<file path="src/shared/trpo_pkg.sv">
package trpo_pkg;

  ////////////////////////////////////////////////////////////////////////////
  // pixel and entry layout
  localparam int unsigned COLOR_W   = 8;
  localparam int unsigned PIX_W     = 3 * COLOR_W;
  localparam int unsigned CTL_W     = 5;
  localparam int unsigned BUF_WIDTH = 1 + CTL_W + 2 * PIX_W;
  localparam int unsigned BUF_DEPTH = 2;
  localparam int unsigned EVEN_LSB  = 0;
  localparam int unsigned ODD_LSB   = PIX_W;
  localparam int unsigned CTL_LSB   = 2 * PIX_W;
  localparam int unsigned DE_POS    = 2 * PIX_W + CTL_W;
  localparam int unsigned SYNC_W    = 1 + 1 + PIX_W + CTL_W + 4;

  ////////////////////////////////////////////////////////////////////////////
  // timing
  localparam int unsigned CLK_PERIOD_NS   = 25;
  localparam int unsigned OUTPUT_PIXEL_CLOCK_HALF_NS    = 50;
  localparam int unsigned OUTPUT_PIXEL_CLOCK_HALF_CYC   = (OUTPUT_PIXEL_CLOCK_HALF_NS + CLK_PERIOD_NS - 1) / CLK_PERIOD_NS;
  localparam int unsigned STAGGER_SELECT_N_DELAY_NS   = 25;
  localparam int unsigned STAGGER_SELECT_N_RAW_CYC    = STAGGER_SELECT_N_DELAY_NS / CLK_PERIOD_NS;
  localparam int unsigned STAGGER_SELECT_N_CYC        = (STAGGER_SELECT_N_RAW_CYC < 1) ? 1 : STAGGER_SELECT_N_RAW_CYC;
  localparam int unsigned IDLE_TIMEOUT_US = 1000;
  localparam int unsigned IDLE_TIMEOUT_CYC = IDLE_TIMEOUT_US * 1000 / CLK_PERIOD_NS;
  localparam int unsigned PH_W            = 2;
  localparam int unsigned IDLE_W          = 16;
  localparam logic [PH_W-1:0] HALF_LAST   = PH_W'(OUTPUT_PIXEL_CLOCK_HALF_CYC - 1);
  localparam logic [PH_W-1:0] STAGGER_SELECT_N_LAST   = PH_W'(STAGGER_SELECT_N_CYC - 1);

  ////////////////////////////////////////////////////////////////////////////
  // reset values
  localparam logic            RST_CLK_LEVEL = 1'b0;
  localparam logic            RST_ACTIVE    = 1'b0;
  localparam logic [PH_W-1:0] RST_PHASE_CNT = 2'h0;

  typedef enum logic [1:0] {
    OS_IDLE   = 2'b00,
    OS_LAUNCH = 2'b01,
    OS_LATCH  = 2'b11
  } trpo_ostate_t;

endpackage

</file>
<file path="src/rtl/trpo_pair_buf.sv">
`timescale 1ns/10ps
`default_nettype none

module trpo_pair_buf
  import trpo_pkg::*;
#(
  parameter int unsigned WIDTH = BUF_WIDTH
) (
  input  wire logic             i_clock,
  input  wire logic             i_sys_rst,
  input  wire logic             i_in_valid,
  output logic                  o_in_ready,
  input  wire logic [WIDTH-1:0] i_in_data,
  output logic                  o_out_valid,
  input  wire logic             i_out_ready,
  output logic [WIDTH-1:0]      o_out_data
);

  logic [WIDTH-1:0] slot_r [BUF_DEPTH];
  logic [WIDTH-1:0] slot_nxt [BUF_DEPTH];
  logic             wr_r, wr_nxt, rd_r, rd_nxt;
  logic [1:0]       cnt_r, cnt_nxt;
  logic             do_wr, do_rd;

  assign o_in_ready  = (cnt_r != 2'h2);
  assign o_out_valid = (cnt_r != 2'h0);
  assign o_out_data  = slot_r[rd_r];
  assign do_wr       = i_in_valid && o_in_ready;
  assign do_rd       = o_out_valid && i_out_ready;

  always_comb begin
    slot_nxt = slot_r;
    wr_nxt   = wr_r;
    rd_nxt   = rd_r;
    cnt_nxt  = cnt_r;
    if (do_wr) begin
      slot_nxt[wr_r] = i_in_data;
      wr_nxt         = ~wr_r;
    end
    if (do_rd) begin
      rd_nxt = ~rd_r;
    end
    if (do_wr && !do_rd) begin
      cnt_nxt = cnt_r + 2'h1;
    end else if (do_rd && !do_wr) begin
      cnt_nxt = cnt_r - 2'h1;
    end
  end

  always_ff @(posedge i_clock) begin
    slot_r <= slot_nxt;
    if (i_sys_rst) begin
      wr_r  <= 1'b0;
      rd_r  <= 1'b0;
      cnt_r <= 2'h0;
    end else begin
      wr_r  <= wr_nxt;
      rd_r  <= rd_nxt;
      cnt_r <= cnt_nxt;
    end
  end

endmodule // trpo_pair_buf

`default_nettype wire

</file>
<file path="src/rtl/trpo_pixel_out.sv">
`timescale 1ns/10ps
`default_nettype none

module trpo_pixel_out
  import trpo_pkg::*;
#(
  parameter int unsigned IDLE_LIMIT = IDLE_TIMEOUT_CYC
) (
  input  wire logic               i_clock,
  input  wire logic               i_sys_rst,
  input  wire logic               i_link_clock,
  input  wire logic               i_link_de,
  input  wire logic [COLOR_W-1:0] i_ch0_data,
  input  wire logic [1:0]         i_ch0_ctl,
  input  wire logic [COLOR_W-1:0] i_ch1_data,
  input  wire logic               i_ch1_ctl,
  input  wire logic [COLOR_W-1:0] i_ch2_data,
  input  wire logic [1:0]         i_ch2_ctl,
  input  wire logic               i_pixels_per_clock_select,
  input  wire logic               i_stagger_select_n,
  input  wire logic               i_output_clock_edge_select,
  input  wire logic               i_output_driver_powerdown_n,
  input  wire logic               i_out_ready,
  output logic                    o_output_pixel_clock,
  output logic [PIX_W-1:0]        o_even_pixel_bus,
  output logic [PIX_W-1:0]        o_odd_pixel_bus,
  output logic                    o_de,
  output logic                    o_hsync,
  output logic                    o_vsync,
  output logic                    o_ctl1,
  output logic                    o_ctl2,
  output logic                    o_ctl3,
  output logic                    o_link_active_flag,
  output logic                    o_drv_oe,
  output logic                    o_ctl1_oe,
  output logic                    o_buf_overrun
);

  ////////////////////////////////////////////////////////////////////////////
  // pin synchronisers: every outside input except i_out_ready and reset passes two flops
  logic [SYNC_W-1:0]  sync1_r, sync2_r;
  logic               lk_s, de_s, dual_s, stagger_select_n_n_s, edge_s, pdn_s;
  logic [COLOR_W-1:0] ch0_s, ch1_s, ch2_s;
  logic [1:0]         ch0c_s, ch2c_s;
  logic               ch1c_s;

  always_ff @(posedge i_clock) begin
    if (i_sys_rst) begin
      sync1_r <= '0;
      sync2_r <= '0;
    end else begin
      sync1_r <= {i_output_driver_powerdown_n, i_output_clock_edge_select, i_stagger_select_n,
                  i_pixels_per_clock_select, i_ch2_ctl, i_ch1_ctl, i_ch0_ctl, i_ch2_data,
                  i_ch1_data, i_ch0_data, i_link_de, i_link_clock};
      sync2_r <= sync1_r;
    end
  end

  assign {pdn_s, edge_s, stagger_select_n_n_s, dual_s, ch2c_s, ch1c_s, ch0c_s, ch2_s, ch1_s, ch0_s,
          de_s, lk_s} = sync2_r;

  ////////////////////////////////////////////////////////////////////////////
  // capture on link clock rising edge, pair pixels in dual mode
  // data must hold at least three system clocks around the link edge
  logic                 lk_d_r, de_prev_r, de_prev_nxt, phase_r, phase_nxt;
  logic [PIX_W-1:0]     even_hold_r, even_hold_nxt, pix;
  logic [CTL_W-1:0]     ctl_hold_r, ctl_hold_nxt, ctl_cur;
  logic                 lk_rise, line_start, de_edge, push, in_ready;
  logic [BUF_WIDTH-1:0] push_data;

  assign lk_rise    = lk_s && !lk_d_r;
  assign line_start = de_s && !de_prev_r;
  assign de_edge    = lk_rise && (de_s != de_prev_r);
  assign pix        = de_s ? {ch2_s, ch1_s, ch0_s} : '0;

  always_comb begin
    de_prev_nxt   = de_prev_r;
    phase_nxt     = phase_r;
    even_hold_nxt = even_hold_r;
    ctl_hold_nxt  = ctl_hold_r;
    ctl_cur       = ctl_hold_r;
    push          = 1'b0;
    push_data     = '0;
    if (lk_rise) begin
      de_prev_nxt = de_s;
      if (!de_s) begin
        ctl_cur      = {ch2c_s[1], ch2c_s[0], ch1c_s, ch0c_s[1], ch0c_s[0]};
        ctl_hold_nxt = ctl_cur;
      end
      if (!dual_s) begin
        push      = 1'b1;
        phase_nxt = 1'b0;
        push_data = {de_s, ctl_cur, {PIX_W{1'b0}}, pix};
      end else if (!phase_r || line_start) begin
        even_hold_nxt = pix;
        phase_nxt     = 1'b1;
      end else begin
        push      = 1'b1;
        phase_nxt = 1'b0;
        push_data = {de_s, ctl_cur, pix, even_hold_r};
      end
    end
  end

  always_ff @(posedge i_clock) begin
    if (i_sys_rst) begin
      lk_d_r      <= 1'b0;
      de_prev_r   <= 1'b0;
      phase_r     <= 1'b0;
      even_hold_r <= '0;
      ctl_hold_r  <= '0;
    end else begin
      lk_d_r      <= lk_s;
      de_prev_r   <= de_prev_nxt;
      phase_r     <= phase_nxt;
      even_hold_r <= even_hold_nxt;
      ctl_hold_r  <= ctl_hold_nxt;
    end
  end

  ////////////////////////////////////////////////////////////////////////////
  // two-entry buffer between link and panel; the link cannot stall,
  // so a refused push is flagged rather than held
  logic                 buf_valid, pop;
  logic [BUF_WIDTH-1:0] buf_data;

  trpo_pair_buf #(
    .WIDTH (BUF_WIDTH)
  ) u_buf (
    .i_clock     (i_clock),
    .i_sys_rst   (i_sys_rst),
    .i_in_valid  (push),
    .o_in_ready  (in_ready),
    .i_in_data   (push_data),
    .o_out_valid (buf_valid),
    .i_out_ready (pop),
    .o_out_data  (buf_data)
  );

  ////////////////////////////////////////////////////////////////////////////
  // output clock and launch sequencer
  trpo_ostate_t     state_r, state_nxt;
  logic [PH_W-1:0]  cnt_r, cnt_nxt;
  logic             clk_r, clk_nxt, de_o_r, de_o_nxt;
  logic [PIX_W-1:0] even_r, even_nxt, odd_r, odd_nxt, pend_r, pend_nxt;
  logic [CTL_W-1:0] ctl_o_r, ctl_o_nxt;
  logic             stagger_select_n_on;

  assign stagger_select_n_on = dual_s && !stagger_select_n_n_s;
  assign pop     = (state_r == OS_IDLE) && buf_valid && i_out_ready;

  always_comb begin
    state_nxt = state_r;
    cnt_nxt   = cnt_r;
    clk_nxt   = clk_r;
    de_o_nxt  = de_o_r;
    even_nxt  = even_r;
    odd_nxt   = odd_r;
    pend_nxt  = pend_r;
    ctl_o_nxt = ctl_o_r;
    unique case (state_r)
      OS_IDLE: begin
        clk_nxt = edge_s;
        if (pop) begin
          state_nxt = OS_LAUNCH;
          cnt_nxt   = '0;
          clk_nxt   = !edge_s;
          even_nxt  = buf_data[EVEN_LSB +: PIX_W];
          de_o_nxt  = buf_data[DE_POS];
          ctl_o_nxt = buf_data[CTL_LSB +: CTL_W];
          pend_nxt  = dual_s ? buf_data[ODD_LSB +: PIX_W] : '0;
          if (!stagger_select_n_on) begin
            odd_nxt = dual_s ? buf_data[ODD_LSB +: PIX_W] : '0;
          end
        end
      end
      OS_LAUNCH: begin
        cnt_nxt = cnt_r + 2'h1;
        if (stagger_select_n_on && cnt_r == STAGGER_SELECT_N_LAST) begin
          odd_nxt = pend_r;
        end
        if (cnt_r == HALF_LAST) begin
          state_nxt = OS_LATCH;
          cnt_nxt   = '0;
          clk_nxt   = edge_s;
        end
      end
      OS_LATCH: begin
        cnt_nxt = cnt_r + 2'h1;
        if (cnt_r == HALF_LAST) begin
          state_nxt = OS_IDLE;
          cnt_nxt   = '0;
        end
      end
      default: begin
        state_nxt = OS_IDLE;
        cnt_nxt   = '0;
      end
    endcase
  end

  always_ff @(posedge i_clock) begin
    if (i_sys_rst) begin
      state_r <= OS_IDLE;
      cnt_r   <= RST_PHASE_CNT;
      clk_r   <= RST_CLK_LEVEL;
      de_o_r  <= 1'b0;
      even_r  <= '0;
      odd_r   <= '0;
      pend_r  <= '0;
      ctl_o_r <= '0;
    end else begin
      state_r <= state_nxt;
      cnt_r   <= cnt_nxt;
      clk_r   <= clk_nxt;
      de_o_r  <= de_o_nxt;
      even_r  <= even_nxt;
      odd_r   <= odd_nxt;
      pend_r  <= pend_nxt;
      ctl_o_r <= ctl_o_nxt;
    end
  end

  ////////////////////////////////////////////////////////////////////////////
  // link activity, driver enables, overrun
  logic [IDLE_W-1:0] idle_r, idle_nxt;
  logic              active_r, active_nxt, oe_r, ovr_r, ctl1_oe_r;

  always_comb begin
    idle_nxt   = idle_r;
    active_nxt = active_r;
    if (de_edge) begin
      idle_nxt   = '0;
      active_nxt = 1'b1;
    end else if (idle_r == IDLE_W'(IDLE_LIMIT - 1)) begin
      active_nxt = 1'b0;
    end else begin
      idle_nxt = idle_r + 16'h0001;
    end
  end

  always_ff @(posedge i_clock) begin
    if (i_sys_rst) begin
      idle_r   <= '0;
      active_r <= RST_ACTIVE;
      oe_r      <= 1'b0;
      ovr_r     <= 1'b0;
      ctl1_oe_r <= 1'b0;
    end else begin
      idle_r   <= idle_nxt;
      active_r <= active_nxt;
      oe_r     <= pdn_s;
      ovr_r    <= push && !in_ready;
      // ctl1 ignores powerdown, only reset takes it off the pin
      ctl1_oe_r <= 1'b1;
    end
  end

  assign o_output_pixel_clock = clk_r;
  assign o_even_pixel_bus     = even_r;
  assign o_odd_pixel_bus      = odd_r;
  assign o_de                 = de_o_r;
  assign {o_ctl3, o_ctl2, o_ctl1, o_vsync, o_hsync} = ctl_o_r;
  assign o_link_active_flag   = active_r;
  assign o_drv_oe             = oe_r;
  assign o_ctl1_oe            = ctl1_oe_r;
  assign o_buf_overrun        = ovr_r;
endmodule // trpo_pixel_out

`default_nettype wire

</file>
<file path="config.mk">
export PLATFORM = sky130hd
export DESIGN_NAME = trpo_pixel_out
export DESIGN_NICKNAME = d
export VERILOG_FILES = /design/src/shared/trpo_pkg.sv /design/src/rtl/trpo_pair_buf.sv /design/src/rtl/trpo_pixel_out.sv
export SDC_FILE = /design/constraint.sdc
export NUM_CORES = 1
export LEC_CHECK = 0
export BUFFER_PORTS_ARGS = -buffer_cell sky130_fd_sc_hd__buf_2
export CORE_MARGIN = 2
export CORE_UTILIZATION = 50
export CTS_BUF_LIST = sky130_fd_sc_hd__clkbuf_2 sky130_fd_sc_hd__clkbuf_4 sky130_fd_sc_hd__clkbuf_8
export DETAILED_ROUTE_END_ITERATION = 8
export PLACE_DENSITY = 0.75
export RECOVER_POWER = 25
export SETUP_SLACK_MARGIN = 0.5
export SLEW_MARGIN = 20
export SYNTH_ARGS = -nofsm -noshare
export SYNTH_HDL_FRONTEND = slang
export SYNTH_SLANG_ARGS = --single-unit
export TNS_END_PERCENT = 30
</file>
<file path="constraint.sdc">
create_clock -name i_clock -period 6.8 [get_ports i_clock]
set_input_delay 0.68 -clock i_clock [delete_from_list [all_inputs] [get_ports i_clock]]
set_output_delay 0.68 -clock i_clock [all_outputs]
set_load 0.005 [all_outputs]
</file>
# ---- Word level (Yosys, flattened, before mapping)
# Index checks and enable logic that the tools add are counted.
dict set report totals {
  register_bits 317
  input_bits 38
  output_inout_bits 59
  wordCells 118
}
dict set report op_classes {
  add_sub_neg 4
  n_lt_le_gt_ge 3
  eq_ne 11
  muxes 36
  bitwise 4
  reduce_logical 35
}
# operator count
set op_table {}
lappend op_table {{$mux 54} 7}
lappend op_table {{$mux 24} 5}
lappend op_table {{$bwmux 108} 1}
lappend op_table {{$demux 54 s1} 1}
lappend op_table {{$pmux 24 s2} 1}
lappend op_table {{$add 16x1->16 const B} 1}
lappend op_table {{$eq 16x16->1 const B} 1}
lappend op_table {{$mux 2} 7}
lappend op_table {{$logic_and 1x1->1} 13}
lappend op_table {{$mux 1} 10}
lappend op_table {{$ne 2x2->1 const B} 5}
lappend op_table {{$logic_not 1->1} 8}
lappend op_table {{$reduce_bool 2->1} 4}
lappend op_table {{$pmux 2 s3} 1}
lappend op_table {{$reduce_and 3->1} 2}
lappend op_table {{$mux 5} 1}
lappend op_table {{$add 2x1->2 const B} 2}
lappend op_table {{$eq 2x1->1 const B} 2}
lappend op_table {{$ge 2x2->1 const B} 2}
lappend op_table {{$logic_not 2->1} 2}
lappend op_table {{$not 1->2} 2}
lappend op_table {{$pmux 2 s2} 1}
lappend op_table {{$reduce_and 2->1} 2}
lappend op_table {{$reduce_and 4->1} 1}
lappend op_table {{9 further kinds} 11}

# ---- Depth between registers and ports, before layout
# Gate-level depths: netlist of run 1.
dict set report depth {
  ltp_word 11
  mapped_depth 8
  ltp_nobuf 8
}

# ---- Hierarchy
# Synthesis of run 1 repeated with hierarchy kept, for this count alone.
dict set report unflattened {
  cells_unflattened 1159
  hier_area_um2 11885.1
}
# mod n_inst cells_each area_per_inst_um2 seq_area_each_um2
set by_module_without_submodules {}
lappend by_module_without_submodules {trpo_pixel_out 1 969 7785.0 4103.9}
lappend by_module_without_submodules {trpo_pair_buf 1 190 4100.2 3323.2}

# ---- Worst setup path after synthesis of run 1
# OpenSTA, ideal clock, no wires.
dict set report synth_path {
  path_type {register to register}
  from {register de_prev_r}
  to {register u_buf.slot_r[100] (netlist bit), enable pin}
  setup_ns 0.532
  arrival_ns 4.802
  required_ns 6.268
  path_slack_ns 1.465
  path_stages_with_launch 8
  path_buffers 1
  period_less_slack_ns 5.335
  cell_sequence {dfxtp_1 > inv_1 > ha_1 > nand2b_1 > nand2_1 > nand2_1 > clkbuf_1 > nor3_1}
}
dict set report synth_between {
  elab_chain_cells 7
}
# item line
set synth_rtl {}
lappend synth_rtl {{from (decl)} trpo_pixel_out.sv:65} ;# logic lk_d_r, de_prev_r, de_prev_nxt, phase_r, phase_nxt;
lappend synth_rtl {{from (signal assigned)} trpo_pixel_out.sv:114} ;# de_prev_r <= de_prev_nxt;
lappend synth_rtl {{$logic_not 1->1} trpo_pixel_out.sv:72} ;# assign line_start = de_s && !de_prev_r;
lappend synth_rtl {{$logic_and 1x1->1} trpo_pixel_out.sv:72}
lappend synth_rtl {{$logic_or 1x1->1} trpo_pixel_out.sv:94} ;# end else if (!phase_r || line_start) begin
lappend synth_rtl {{$mux 1} trpo_pixel_out.sv:94}
lappend synth_rtl {{$mux 1} trpo_pixel_out.sv:90} ;# if (!dual_s) begin
lappend synth_rtl {{$mux 1} trpo_pixel_out.sv:84} ;# if (lk_rise) begin
lappend synth_rtl {{$logic_and 1x1->1} trpo_pair_buf.sv:28} ;# assign do_wr = i_in_valid && o_in_ready;
lappend synth_rtl {{to (signal assigned)} trpo_pair_buf.sv:51} ;# slot_r <= slot_nxt;
lappend synth_rtl {{to (decl)} trpo_pair_buf.sv:19} ;# logic [WIDTH-1:0] slot_r [BUF_DEPTH];
# No other way between the ends.
# A chain may end at the register's enable or synchronous reset.

# ---- Worst setup path in the final report of run 1
dict set report layout_path {
  from {register u_buf.cnt_r[0]}
  to {register even_r[7] (netlist: o_even_pixel_bus[7])}
}
dict set report layout_between {
  elab_chain_cells 4
}
# item line
set layout_rtl {}
lappend layout_rtl {{from (decl)} trpo_pair_buf.sv:22} ;# logic [1:0] cnt_r, cnt_nxt;
lappend layout_rtl {{from (signal assigned)} trpo_pair_buf.sv:59} ;# cnt_r <= cnt_nxt;
lappend layout_rtl {{$reduce_bool 2->1} trpo_pair_buf.sv:26} ;# assign o_out_valid = (cnt_r != 2'h0);
lappend layout_rtl {{$logic_and 1x1->1 (2 in series)} trpo_pixel_out.sv:150} ;# assign pop = (state_r == OS_IDLE) && buf_valid && i_out_ready;
lappend layout_rtl {{$reduce_and 2->1 (no source line)} -}
lappend layout_rtl {{to (signal assigned)} trpo_pixel_out.sv:217} ;# even_r <= even_nxt;
lappend layout_rtl {{to (decl)} trpo_pixel_out.sv:145} ;# logic [PIX_W-1:0] even_r, even_nxt, odd_r, odd_nxt, pend_r, pend_nxt;
# No other way between the ends.

==> qor.txt, run 1 <==
outcome: complete, but fails checks
violated checks: max-capacitance violations, max-slew violations
Ant. Diodes: 0
fin crit share: 0.6371
GP Congestion: 0.8088
Root Driver: clkbuf_8
overall via count from detail_route: 8,175
Crit path max-delay family: buffers and inverters
core area: 0.02333 sq mm
global route overflow: 0
Switching Share: 0.2652
Die Width: 157.8 microns
CTS Hold Bufs: 0
power density over cell area: 335.2 mW/mm^2
CP endpoint kind: register
post-place setup slack: 3.648 ns
Post-Syn Area: 0.01183 sq mm
placed insts: 1,471
Critical Path Max Stage Delay: 2.63 ns
first-pass GRT wire length: 37.52 mm
drt drc: 0
fraction of layout cells with a size suffix above 1: 0.1383
synthesized instance count: 1,127
IO buf count: 96
YS warnings: 0
Worst Path Arrival: 4.74 ns
routed len/inst: 15.49 microns
post-CTS resize count: 0
H-tree depth: 2
placed instance area: 0.01248 sq mm
Area growth, synth to finish: 13.95%
Initial Utilization: 0.5068
Clock power frac: 0.360
normalized max-slew margin: -1.654
EDFF count, synth: 108
largest net degree at the start of global routing: 95
Req. time, crit path: 7.21 ns
Max Root-Sink Buffers: 3
fill count: 1,959
Cell Int Power: 0.003319 W
CP bufs+invs: 1
routed wire length: 24.21 mm
CTS tree: yes
Cell variety after synth: 37
post-synth top area share: 0.3538
sequential area share after synthesis: 0.6281
CP startpoint kind: register
Initial DRC Count: 606
Peak supply drop: 149.8 uV
cell taking the most area after synthesis: dfxtp_1
final worst path period need: 4.332 ns
Num CTS Buffers: 50
final core utilization: 0.5775
dpl hpwl: 14.54 mm
Leak: 4.501 nW
Global Route Usage Sum: 0.1910
Post-Syn Area per Cell: 10.49 sq um
clock skew: 0.01632 ns
first drt pass iteration count: 5
register clock-pin slew on the reported worst setup and hold paths: 0.06 ns
Max Cap Violations: 3
ys async rst share: 0
IO Pins: 97
most common library cells after synthesis: dfxtp_1 (209), nand2_1 (160), nor2_1 (125)
Final Hold Viols: 0
syn nets: 1,168
Final Max Tran Viols: 245
Skew-Pair Late Insertion Delay: 0.56 ns
design area: 0.01347 sq mm
Final Setup Violations: 0
ys flop type: dfxtp_1
Setup Fix Bufs, Post-CTS: 0
Cell Count, Final, Fillers Out: 1,563
antenna violations before repair: 0
CP Cell Sequence: o21ai_0 > nor3_4 > clkbuf_1 > nor2_1 > a211oi_1
PnR worst setup slack: 2.468 ns
Crit Path Max Fanout: 86
Synth Register Bits: 317
drt via density: 5.230
Fin Setup TNS: 0 ns
Seq pwr share: 0.487
most common cell in the netlist: dfxtp_1
Antenna Nets Post-Route: 0
Worst Max-Slew Pin Slew: 3.982 ns
HP Class: primary input to register
number of global-route vias before repair: 7,671
crit path kind: register to register
row cnt: 56
sw power: 0.001198 W
Comb pwr share: 0.153
die height: 157.8 microns
RSZ-0062 raised after global routing: false
critical path's slowest cell: clkbuf_1
die area: 0.02490 sq mm
largest cells by area after synthesis: dfxtp_1 (35%), edfxtp_1 (27%), nor2b_1 (5.3%)
nets: 1,245
FMAX: 0.2308 GHz
Sinks on Clock Net: 317
-- power by group through the flow --
| stage | clock, W | sequential, W | combinational [W] |
|---|---|---|---|
| after floorplan | 0 | 0.00222 | 0.000480 |
| after global placement | 0 | 0.00223 | 0.000690 |
| after detailed placement | 0 | 0.00224 | 0.000698 |
| after CTS | 0.00167 | 0.00220 | 0.000702 |
| after global routing | 0.00175 | 0.00221 | 0.000770 |
| final | 0.00163 | 0.00220 | 0.000691 |
-- layout by cell type (no fill, tap or decap), drive strengths merged, types with 7 or more instances in the layout --
cell,n
or3,8
clkbuf,120
xor2,11
dfxtp,209
nor2,126
nand3,31
a311oi,24
a21oi,92
mux2i,60
buf,72
a211oi,31
edfxtp,108
nor2b,100
clkinv,7
nor3,26
nand2,160
o21ai,16
nand4,7
-- path summary, 6_finish.rpt --
kind	start	end	slack [ns]	cells after the start
worst max-delay path	u_buf.cnt_r[0]	o_even_pixel_bus[7]	2.47	5
worst max register to register	u_buf.cnt_r[0]	o_even_pixel_bus[7]	2.47	5
worst min register to register	sync1_r[12]	sync2_r[12]	0.43	1
worst min-delay path	i_output_clock_edge_select	sync1_r[33]	0.33	2
-- routing by layer --
layer / track usage / share of wire
met5: 0 / 0
met3: 0.03613 / 0.056
met2: 0.3298 / 0.50
met1: 0.2348 / 0.41
met4: 0.07922 / 0.025
-- final cells by class --
cell class	count	area, sq um	area share
timing repair buffer	108	521.8	0.03872
sequential	317	7431	0.5515
tap	319	399.1	0.02962
clock buffer	84	1006	0.07466
multi-input combinational	723	4064	0.3016
clock inverter	8	37.54	0.002786
inverter	4	15.01	0.001114
-- worst reg2reg max path, stage by stage (launching register included) --
cell and delay, ns:
dfxtp_1 0.39, o21ai_0 0.35, nor3_4 0.25, clkbuf_1 2.63, nor2_1 0.18, a211oi_1 0.39
-- state kept, by name (all words and copies together) (netlist names), 2 cells and up --
signal	flops
cnt_r	2
ctl_hold_r	5
ctl_o_r	5
even_hold_r	24
idle_r	16
o_even_pixel_bus	24
o_odd_pixel_bus	24
pend_r	24
state_r	2
sync1_r	35
sync2_r	35
u_buf.cnt_r	2
u_buf.slot_r	108
-- per-stage QoR --
step / hold slack, ns / power, W
after floorplan: 0.4138 / 0.002704
after detailed placement: 0.4220 / 0.002934
after global placement: 0.4168 / 0.002922
after global routing: 0.3001 / 0.004733
after CTS: 0.2868 / 0.004566
final: 0.3251 / 0.004516
-- cell families after synthesis --
group | count (synthesis) | synth area share
DFF | 317 | 0.6281
adders and majority gates | 3 | 0.003175
muxes | 60 | 0.05079
AOI/OAI and AO/OA | 164 | 0.08412
buffers and inverters | 87 | 0.02994
and+or+nand+nor | 481 | 0.1928
xor gates and xnor gates | 15 | 0.01111
Power figures use the tool's default switching activity.
==> inputs of run 2 (changes only) <==
Clock period 6.8 ns to 4.4 ns, I/O delays scaled along.
==> run 2 against run 1 <==
The run still ends with max-capacitance violations, max-slew violations left. Combinational power rose by 38%. Register-to-register slack got worse by 0.94 ns. Final cell count fell by 0.19%. Critical endpoint is now u_buf.slot_r[50]. Largest power group unchanged. Highest routed layer unchanged.
==> qor.txt, run 2 (synthesis gave the netlist of run 1 again) <==
Max Cap Violations: 1
Final Max Tran Viols: 100
GR Util met3: 0.03367
Fin Setup TNS: 0 ns
design area: 0.01345 sq mm
RR Startpoint: sync2_r[1]
Setup Fix Bufs, Post-CTS: 0
Num CTS Buffers: 49
outcome: complete, but fails checks
HP Class: primary input to register
Final Setup Violations: 0
Area growth, synth to finish: 13.73%
IO buf count: 96
Peak supply drop: 233.7 uV
H-tree depth: 2
Ant. Diodes: 0
most common cell after layout, fill and taps aside: dfxtp_1
reg2reg end: u_buf.slot_r[50]
drt via density: 5.149
gr busiest metal: met2
Final Hold Viols: 0
Worst Path Arrival: 3.10 ns
Sinks on Clock Net: 317
normalized max-slew margin: -0.3215
commonest cells after routing, fill and taps aside: dfxtp_1 (206), nand2_1 (160), nor2_1 (125)
GP Congestion: 0.8001
worst reg-to-reg setup slack: 1.53 ns
crit path kind: register to register
Max Root-Sink Buffers: 3
die area: 0.02490 sq mm
Leak: 4.485 nW
Antenna Nets Post-Route: 0
IO Pins: 97
drt drc: 0
fill count: 1,982
routed wire length: 23.11 mm
core area: 0.02333 sq mm
fin crit share: 0.6516
Multi-input gate area: 0.004059 sq mm
violated checks: max-capacitance violations, max-slew violations
grt met2 use: 0.3282
Hold Startpoint: i_ch1_data[3]
number of global-route vias before repair: 7,466
first-pass GRT wire length: 36.23 mm
FMAX: 0.3488 GHz
Global Route Usage Sum: 0.1828
met1 Resource Use GR: 0.2170
final worst path period need: 2.867 ns
dpl hpwl: 14.02 mm
placed instance area: 0.01249 sq mm
Die Width: 157.8 microns
post-CTS resize count: 0
row cnt: 56
RSZ-0062 raised after global routing: false
CTS Hold Bufs: 0
Largest register FFs: 108
first drt pass iteration count: 7
Root Driver: clkbuf_8
global route overflow: 0
clock skew: 0.01183 ns
FF/Latch Area: 0.007436 sq mm
fraction of layout cells with a size suffix above 1: 0.1346
die height: 157.8 microns
CP startpoint kind: register
nets: 1,244
routed len/inst: 14.82 microns
overall via count from detail_route: 8,032
register clock-pin slew on the reported worst setup and hold paths: 0.06 ns
Initial Utilization: 0.5068
hold endpoint: sync1_r[13]
Crit Path Max Fanout: 62
power density over cell area: 512.4 mW/mm^2
CTS tree: yes
Skew-Pair Late Insertion Delay: 0.55 ns
final core utilization: 0.5764
Worst Max-Slew Pin Slew: 1.982 ns
Largest regs: u_buf.slot_r (108), sync1_r (35), sync2_r (35)
register name with the most flops: u_buf.slot_r
Initial DRC Count: 548
largest net degree at the start of global routing: 100
R2R depth: 5
CP endpoint kind: register
Req. time, crit path: 4.63 ns
Hold Crit Depth: 2
antenna violations before repair: 0
-- run 2: stage by stage --
step / cells / setup WS [ns] / hold WS, ns / total power, W
after floorplan: 1127 / 0.7530 / 0.4138 / 0.004178
after global placement: 1471 / 1.307 / 0.4195 / 0.004509
after global routing: 1560 / 1.289 / 0.08714 / 0.007216
after CTS: 1560 / 1.234 / 0.07451 / 0.006984
after detailed placement: 1471 / 1.258 / 0.4212 / 0.004534
final: 1560 / 1.533 / 0.1057 / 0.006891
-- run 2: worst max path at each step --
stage,startpoint,endpoint,slack (ns),cells after the start
after CTS,sync2_r[1],u_buf.slot_r[16],1.23,5
after global routing,sync2_r[1],u_buf.slot_r[15],1.29,5
after floorplan,de_prev_r,u_buf.slot_r[100],0.75,7
final,sync2_r[1],u_buf.slot_r[50],1.53,5
after detailed placement,sync2_r[1],u_buf.slot_r[16],1.26,5
after global placement,sync2_r[1],u_buf.slot_r[16],1.31,5
-- run 2: cell type report --
class | count | share of cell area
Inverter | 4 | 0.001116
Clock buffer | 73 | 0.06773
Sequential cell | 317 | 0.5529
Multi-Input combinational cell | 723 | 0.3018
Timing Repair Buffer | 108 | 0.03926
Tap cell | 319 | 0.02968
Clock inverter | 16 | 0.007536
-- run 2: where the power goes --
part	leakage [nW]	switching, W	total [W]	internal, W
Clock	0.550	0.00107	0.00246	0.00139
Combinational	1.33	0.000542	0.000953	0.000410
Sequential	2.60	0.000221	0.00348	0.00326
-- run 2: layer usage --
metal,wire length (microns),vias to the layer above
met5,0,-
met4,649,0
met3,1006,53
met2,11950,193
met1,9505,3758
li1,-,4028
-- run 2: critical path: stages (launching register included) --
cell and delay [ns]:
dfxtp_4 0.53, ha_1 0.29, nand2b_1 0.21, a211oi_1 0.44, and2_2 0.69, buf_4 0.39
